<file path="config.mk">
export PLATFORM = sky130hd
export DESIGN_NAME = fopc_fault_output_ctrl
export DESIGN_NICKNAME = d
export VERILOG_FILES = /design/src/include/fopc_pkg.sv /design/src/verilog/fopc_fault_output_ctrl.sv
export SDC_FILE = /design/constraint.sdc
export NUM_CORES = 1
export LEC_CHECK = 0
export BUFFER_PORTS_ARGS = -buffer_cell sky130_fd_sc_hd__buf_2
export CAP_MARGIN = 20
export CORE_UTILIZATION = 52
export CTS_BUF_LIST = sky130_fd_sc_hd__clkbuf_8
export DETAILED_ROUTE_END_ITERATION = 6
export PLACE_DENSITY_LB_ADDON = 0.2
export RECOVER_POWER = 50
export SYNTH_ARGS = -nofsm -noshare
export SYNTH_HDL_FRONTEND = slang
export SYNTH_SLANG_ARGS = --single-unit
</file>
<file path="constraint.sdc">
create_clock -name clk_sys -period 5.2 [get_ports clk_sys]
set_input_delay 1.3 -clock clk_sys [delete_from_list [all_inputs] [get_ports clk_sys]]
set_output_delay 1.3 -clock clk_sys [all_outputs]
set_load 0.01 [all_outputs]
</file>
<file path="src/include/fopc_pkg.sv">
// Purpose: Constants and types shared by the fault output controller.
// Assumes: System clock of 100 MHz (10 ns period).
// Notes: All timing counts are derived from the clock period in ns.
package fopc_pkg;
  // ************************************************************
  // Clock and timing
  // ************************************************************
  // System clock period in nanoseconds.
  localparam int CLK_PERIOD_NS = 10;
  // Blinker period in nanoseconds (1.25 Hz).
  localparam longint BLINK_PERIOD_NS = 800000000;
  // PWM period in nanoseconds (100 Hz).
  localparam longint PWM_PERIOD_NS = 10000000;
  // Blink half period in clock cycles (50 percent duty).
  localparam int BLINK_HALF_CYC = int'(BLINK_PERIOD_NS / (2 * CLK_PERIOD_NS));
  // PWM period in clock cycles.
  localparam int PWM_PERIOD_CYC = int'(PWM_PERIOD_NS / CLK_PERIOD_NS);
  // PWM low time for each duty setting: 20, 10, 5 and 2.5 percent.
  localparam int PWM_ON_20_CYC = PWM_PERIOD_CYC / 5;
  localparam int PWM_ON_10_CYC = PWM_PERIOD_CYC / 10;
  localparam int PWM_ON_5_CYC = PWM_PERIOD_CYC / 20;
  localparam int PWM_ON_2P5_CYC = PWM_PERIOD_CYC / 40;
  // Counter widths.
  localparam int BLINK_CNT_W = 26;
  localparam int PWM_CNT_W = 20;
  // ************************************************************
  // Fault sources and configuration
  // ************************************************************
  // Undervoltage events that trip the fault outputs.
  localparam logic [2:0] UV_TRIP_COUNT = 3'h4;
  // Duty selection reset value (20 percent).
  localparam logic [1:0] DUTY_SEL_RESET = 2'h0;
  // Hardware configuration codes.
  localparam logic [1:0] HW_CFG_1 = 2'h0;
  localparam logic [1:0] HW_CFG_2 = 2'h1;
  localparam logic [1:0] HW_CFG_3 = 2'h2;
  localparam logic [1:0] HW_CFG_4 = 2'h3;
  // Watchdog failure tracking state.
  typedef enum logic [1:0] {FOPC_WD_OK, FOPC_WD_ONE, FOPC_WD_TWO} fopc_wd_e;
endpackage

</file>
<file path="src/verilog/fopc_fault_output_ctrl.sv">
// Purpose: Fault output controller driving three active-low open-drain lamps.
// Assumes: All inputs synchronous to clk_sys; fault inputs are levels, events are pulses.
// Notes: Open-drain pins: output enable low means the pin is pulled low.
`timescale 1ns/10ps
`default_nettype none

// Functional notes
// Three open-drain active-low fault outputs.
// Thermal stage two and supply short activate.
// Watchdog: first fail cfg1/2, second cfg3/4.
// Overvoltage activates only with reset enable.
// Four consecutive undervoltage events activate.
// Fail-safe entry, watchdog depends on config.
// Fail-active flag set on failure activation.
// Software force-on drives all outputs.
// Force-on leaves failure flags untouched.
// Clearing force-on releases without watchdog trigger.
// Release needs no fault and flag cleared.
// Controller triggers watchdog, then clears flag.
// Watchdog flag clears on sleep, failsafe, stop-disable.
// Config 2 first watchdog fail sets no flag.
// All outputs activate together, own waveforms.
// Static output held low while active.
// Blink output 1.25 Hz, 50 percent.
// PWM output 100 Hz, 20 percent default.
// Duty select 20/10/5/2.5, reset 20.
// Counters on clock; reset leaves outputs inactive.
module fopc_fault_output_ctrl (
  // Clock and reset.
  input wire logic clk_sys,
  input wire logic nrst,
  // Fault sources.
  input wire logic thermalShutdownStage2,
  input wire logic mainSupplyShort,
  input wire logic mainSupplyOv,
  input wire logic mainSupplyUvEvent,
  input wire logic mainSupplyUvClear,
  input wire logic watchdogFailEvent,
  input wire logic watchdogTriggerOk,
  // Device mode and configuration.
  input wire logic [1:0] hwConfig,
  input wire logic enterSleep,
  input wire logic watchdogStopDisable,
  // Software controls.
  input wire logic mainSupplyOvResetEnable,
  input wire logic faultForceOn,
  input wire logic [1:0] faultPwmDutySelect,
  input wire logic failureFlagClear,
  // Status.
  output logic failureFlag,
  output logic watchdogFailFlag,
  output logic failSafeRequest,
  // Open-drain pins: input, output and output enable (low means driven low).
  input wire logic faultStaticIn,
  output logic faultStaticOut,
  output logic faultStaticOe,
  input wire logic faultBlinkIn,
  output logic faultBlinkOut,
  output logic faultBlinkOe,
  input wire logic faultDimmedPwmIn,
  output logic faultDimmedPwmOut,
  output logic faultDimmedPwmOe
);
  import fopc_pkg::*;

  // ************************************************************
  // Functions
  // ************************************************************
  // Maps the duty selection to the PWM low time in cycles.
  function automatic logic [PWM_CNT_W-1:0] dutyCycles(input logic [1:0] sel);
    case (sel)
      2'h0: dutyCycles = PWM_CNT_W'(PWM_ON_20_CYC);
      2'h1: dutyCycles = PWM_CNT_W'(PWM_ON_10_CYC);
      2'h2: dutyCycles = PWM_CNT_W'(PWM_ON_5_CYC);
      default: dutyCycles = PWM_CNT_W'(PWM_ON_2P5_CYC);
    endcase
  endfunction

  // ************************************************************
  // State
  // ************************************************************
  fopc_wd_e wdState; // Watchdog failure history.
  fopc_wd_e next_wdState;
  logic [2:0] uvCount; // Consecutive undervoltage count.
  logic [2:0] next_uvCount;
  logic failureLatched; // Failure-derived activation held until released.
  logic next_failureLatched;
  logic next_failureFlag;
  logic next_watchdogFailFlag;
  logic next_failSafeRequest;
  logic [1:0] dutySel; // Registered duty selection.
  logic [1:0] next_dutySel;
  logic [BLINK_CNT_W-1:0] blinkCnt; // Blink half-period counter.
  logic [BLINK_CNT_W-1:0] next_blinkCnt;
  logic blinkPhase; // High means blink pin pulled low.
  logic next_blinkPhase;
  logic [PWM_CNT_W-1:0] pwmCnt; // PWM period counter.
  logic [PWM_CNT_W-1:0] next_pwmCnt;
  logic outActive; // Registered combined activation.
  logic next_outActive;
  logic pwmLow; // Registered PWM low phase.
  logic next_pwmLow;

  // Combinational helpers.
  logic wdTrip; // Watchdog failure that activates outputs.
  logic wdSetsFlag; // Watchdog failure that sets the failure flag.
  logic otherFault; // Non-watchdog failure condition present.
  logic faultPresent; // Any failure condition still present.
  logic failEvent; // A failure activates outputs this cycle.

  // ************************************************************
  // Fault collection
  // ************************************************************
  // Decides which failures activate the outputs and set the flags.
  always_comb
  begin
    next_wdState = wdState;
    next_uvCount = uvCount;
    wdTrip = 1'b0;
    wdSetsFlag = 1'b0;
    // Watchdog failure counting per hardware configuration.
    if (watchdogFailEvent)
    begin
      if (hwConfig == HW_CFG_1 || hwConfig == HW_CFG_2)
      begin
        wdTrip = 1'b1;
        // Configuration 2 first failure leaves the flag alone.
        wdSetsFlag = !(hwConfig == HW_CFG_2 && wdState == FOPC_WD_OK);
      end
      else
      begin
        wdTrip = (wdState != FOPC_WD_OK);
        wdSetsFlag = wdTrip;
      end
      next_wdState = (wdState == FOPC_WD_OK) ? FOPC_WD_ONE : FOPC_WD_TWO;
    end
    else if (watchdogTriggerOk)
    begin
      next_wdState = FOPC_WD_OK; // A good trigger ends the consecutive run.
    end
    // Undervoltage event counter; saturates at the trip count.
    if (mainSupplyUvClear)
    begin
      next_uvCount = 3'h0;
    end
    else if (mainSupplyUvEvent && uvCount != UV_TRIP_COUNT)
    begin
      next_uvCount = uvCount + 3'h1;
    end
    otherFault = thermalShutdownStage2 || mainSupplyShort
      || (mainSupplyOv && mainSupplyOvResetEnable)
      || (uvCount == UV_TRIP_COUNT);
    faultPresent = otherFault || watchdogFailFlag;
    failEvent = otherFault || wdTrip;
  end

  // Flags and latched activation; set wins over any clear.
  always_comb
  begin
    next_failureLatched = failureLatched;
    next_failureFlag = failureFlag;
    next_watchdogFailFlag = watchdogFailFlag;
    next_failSafeRequest = 1'b0;
    // Watchdog flag clears on good trigger, sleep, stop-disable or other failure.
    if (watchdogTriggerOk || enterSleep || watchdogStopDisable || otherFault)
    begin
      next_watchdogFailFlag = 1'b0;
    end
    if (wdTrip)
    begin
      next_watchdogFailFlag = 1'b1;
    end
    // Software clear only releases when no failure remains.
    if (failureFlagClear && !faultPresent && !wdTrip)
    begin
      next_failureFlag = 1'b0;
      next_failureLatched = 1'b0;
    end
    if (failEvent)
    begin
      next_failureLatched = 1'b1;
      // Flag reports activation except configuration 2 first watchdog failure.
      if (otherFault || wdSetsFlag)
      begin
        next_failureFlag = 1'b1;
      end
      // Fail-safe on other failures; watchdog only in configurations 1 and 3.
      next_failSafeRequest = otherFault
        || (hwConfig == HW_CFG_1 || hwConfig == HW_CFG_3);
    end
  end

  // ************************************************************
  // Waveform generation
  // ************************************************************
  // Blink and PWM counters run only while active, held at zero otherwise; force-on does not touch flags.
  always_comb
  begin
    next_outActive = failureLatched || faultForceOn;
    next_dutySel = faultPwmDutySelect;
    next_blinkCnt = blinkCnt;
    next_blinkPhase = blinkPhase;
    next_pwmCnt = pwmCnt;
    if (!outActive)
    begin
      // Restart waveforms so all pins start low together.
      next_blinkCnt = '0;
      next_blinkPhase = 1'b1;
      next_pwmCnt = '0;
    end
    else
    begin
      if (blinkCnt == BLINK_CNT_W'(BLINK_HALF_CYC - 1))
      begin
        next_blinkCnt = '0;
        next_blinkPhase = !blinkPhase;
      end
      else
      begin
        next_blinkCnt = blinkCnt + BLINK_CNT_W'(1);
      end
      next_pwmCnt = (pwmCnt == PWM_CNT_W'(PWM_PERIOD_CYC - 1)) ? '0
        : pwmCnt + PWM_CNT_W'(1);
    end
    // The registered selection is used, so a new duty applies one cycle later.
    next_pwmLow = next_outActive && (next_pwmCnt < dutyCycles(dutySel));
  end

  // Registers every group of state.
  always_ff @(posedge clk_sys or negedge nrst)
  begin
    if (!nrst)
    begin
      wdState <= FOPC_WD_OK;
      uvCount <= 3'h0;
      failureLatched <= 1'b0;
      failureFlag <= 1'b0;
      watchdogFailFlag <= 1'b0;
      failSafeRequest <= 1'b0;
      dutySel <= DUTY_SEL_RESET;
      blinkCnt <= '0;
      blinkPhase <= 1'b1;
      pwmCnt <= '0;
      outActive <= 1'b0;
      pwmLow <= 1'b0;
    end
    else
    begin
      wdState <= next_wdState;
      uvCount <= next_uvCount;
      failureLatched <= next_failureLatched;
      failureFlag <= next_failureFlag;
      watchdogFailFlag <= next_watchdogFailFlag;
      failSafeRequest <= next_failSafeRequest;
      dutySel <= next_dutySel;
      blinkCnt <= next_blinkCnt;
      blinkPhase <= next_blinkPhase;
      pwmCnt <= next_pwmCnt;
      outActive <= next_outActive;
      pwmLow <= next_pwmLow;
    end
  end

  // ************************************************************
  // Pin drive
  // ************************************************************
  // Outputs always drive zero; enable low pulls the pin low.
  assign faultStaticOut = 1'b0;
  assign faultBlinkOut = 1'b0;
  assign faultDimmedPwmOut = 1'b0;
  assign faultStaticOe = !outActive;
  assign faultBlinkOe = !(outActive && blinkPhase);
  assign faultDimmedPwmOe = !pwmLow;
endmodule
`default_nettype wire
</file>
==> out/qor.yml <==
synthesis:
  share_of_synthesized_cell_area_in_full_adder_half_adder_and_majority_cells_pct: 7.79
  post_synth_inst_count: 343
  synth_cell_type_count: 50
  yosys.area_share.simple_pct: 25.5
  syn_area_per_cell_sq_um: 9.84
  cell_types_occupying_the_most_area_after_synthesis: "dfrtp_1 44%, ha_1 7.8%, nor2_1 6.0%"
  number_of_enable_flip_flop_cells_after_synthesis: 0
  netlist.top_cell.by_area: "dfrtp_1"
  synthArstFlopShare_pct: 100
  part_of_the_yosys_area_used_for_sequential_elements_pct: 44.5
  synth_top_area_share_pct: 43.8
  dominant_combinational_cell_family_by_area_after_synthesis: "simple AND/OR/NAND/NOR gates"
  leading_cell_type_by_number_of_instances_after_synthesis: "dfrtp_1"
  synth.cells.most_frequent: "59 x dfrtp_1, 54 x nor2_1, 23 x nand2_1"
  synth_xor_xnor_area_share_pct: 10.4
  synth_area_in_compound_gates_pct: 7.04
  yosysWarningCount: 0
  syn-cell-area_sq_mm: 0.00337
  synth_flop_cell: "dfrtp_1"
  yosys_register_bits: 60
  mux_contribution_to_synthesized_area_pct: 0.297
timing:
  slew_violations: 0
  setup_viol: 0
  grt_setup_unrepaired: "no"
  achievable-frequency_mhz: 285
  worst_pin_slew_ps: 976
  slew_headroom_pct: 34.9
  min_period_over_period_pct: 67.5
  setup-tns-final_ps: 0
  timing.final.crit_period_ps: 3510
  timing.clock.skew_ps: 9.64
  final_report_hold_violation_count: 0
placement:
  gp_congestion: 0.867
  dp_cells: 434
  port_buffers: 23
  dp.final_hpwl_um: 4620
route:
  post_drt_wl_per_cell_um: 14.6
  via_per_inst: 5.58
  final_wl_um: 6560
  routed-via-count: 2510
  first_iter_violations: 163
  detailedRoute.firstPassIterationCount: 4
  drc_errors: 0
  ant_nets: 0
floorplan:
  fp.dieArea_sq_mm: 0.00682
  dieWidth_um: 82.6
  core.rowCount: 28
  die_height_um: 82.6
  floorplan.initialDensity_pct: 55.4
  coreArea_sq_mm: 0.00610
  design.portCount: 30
clock_network:
  cts_max_level: 3
  cts_post_setup_buffers_inserted: 0
  cts.clk_slew.worst_paths_ps: 60
  cts_made_buffers: 9
  numClockSinks: 60
  hold_buf_cts: 0
  maximum_count_of_clock_buffers_along_a_single_path: 2
  clock_root_buffer: "clkbuf_8"
  clock_latency_ps: 340
  tritoncts: "done"
  number_of_resized_instances_in_the_post_cts_repair_step: 0
global_routing:
  first_global_vias: 2440
  globalRouteOverflowTotal: 0
  grt_first_pass_wirelength_um: 11000
  pin_count_of_the_biggest_net_entering_global_routing: 61
  antenna_violations_before_repair: 0
  track_usage_pct: 21.8
setup_path:
  timing.critical_path.to_type: "flop"
  critical_path_class: "flop to flop"
  cp_data_arrival_time_ps: 3780
  timing.critical_path.from_type: "flop"
  worst-endpoint-required_ps: 5470
  critical_path_peak_fanout: 13
  setup.reg_to_reg.worst_slack_ps: 1690
finish:
  n_antenna_cell: 0
  fillers: 543
  layoutNonFillerInstCount: 450
  area_growth_syn_to_layout_pct: 10.6
  num-nets-final: 412
  post_route_cells_drive_above_1_share_pct: 13.6
power_and_ir_drop:
  power.density_mw_per_mm2: 342
  peakVddDrop_mv: 0.241
  static-leakage-power_uw: 0.00176
min_path:
  min-delay-path-class: "flop to flop"
status:
  outcome: "complete, no violations"
run:
  drv_cap: 0
## layer usage
layer | GRT usage [%] | wire [um] | vias up
met3 | 4.18 | 230 | 9
met4 | 11.0 | 117 | 0
li1 | - | - | 1242
met2 | 33.2 | 3020 | 50
met5 | 0 | 0 | -
met1 | 29.7 | 3190 | 1209
## final timing paths
check                           from           to  depth (start not counted)
max reg2reg                pwmCnt[0]       pwmLow                         11
max                        pwmCnt[0]       pwmLow                         11
min                        pwmCnt[0]    pwmCnt[0]                          1
min reg2reg                pwmCnt[0]    pwmCnt[0]                          1
min in group asynchronous       nrst  blinkCnt[2]                          2
max in group asynchronous       nrst   dutySel[0]                          2
## metrics by stage
stage | hold WS, ps | total power [uW] | area [sq um] | setup slack, ps | utilization (%)
after detailed placement | 475 | 817 | 3520 | 1790 | 57.8
after CTS | 495 | 1280 | 3740 | 1730 | 61.4
after global routing | 523 | 1340 | 3730 | 1460 | 61.2
after floorplan | 446 | 753 | 3380 | 2420 | -
after global placement | 473 | 805 | 3520 | 1760 | 57.8
final | 492 | 1280 | 3730 | 1690 | 61.2
## area by class of cell
cell class                 count  area, sq um  area share [%]
multi-input combinational    257         1730            46.3
timing repair buffer          25          128            3.42
clock buffer                  10          138            3.69
sequential                    60         1500            40.2
clock inverter                 6         80.1            2.14
inverter                      17         63.8            1.71
tap                           75         93.8            2.51
## flip-flops by register name, indices dropped and copies added (netlist names)
name	cells
watchdogFailFlag	1
pwmLow	1
wdState	2
uvCount	3
blinkCnt	26
dutySel	2
pwmCnt	20
outActive	1
failSafeRequest	1
failureFlag	1
blinkPhase	1
failureLatched	1
## power breakdown
group	leakage (uW)	internal, uW	switching (uW)
Sequential	0.000776	528	80.1
Clock	0.000115	279	184
Combinational	0.000866	94.4	112
Total	0.00176	901	376
## worst max-delay path, stage by stage (launching register included)
cell and delay, ps:
dfrtp_1 390, ha_1 260, and4_1 360, nand4_2 160, o41ai_4 500, buf_4 300
nor2_1 80, ha_1 320, a2111oi_0 420, nand2_1 130, o31ai_1 290, and3_1 220
## logic make-up after synthesis
logic type                 count (synthesis)
muxes                                      1
AOI/OAI and AO/OA                         36
adders and majority gates                 21
other                                      1
xor gates and xnor gates                  40
and+or+nand+nor                          156
buffers and inverters                     28
DFF                                       60
## cell usage in the layout (no fill, tap or decap), types with 10 or more instances in the layout
cell type	n
clkbuf_8	10
nand2_1	23
buf_2	21
xnor2_1	18
nand3_1	16
ha_1	21
nand4_1	15
dfrtp_1	59
xor2_1	22
nor2_1	54
a21oi_1	15
inv_1	19
Note: power is estimated with default switching activity, not from simulation.
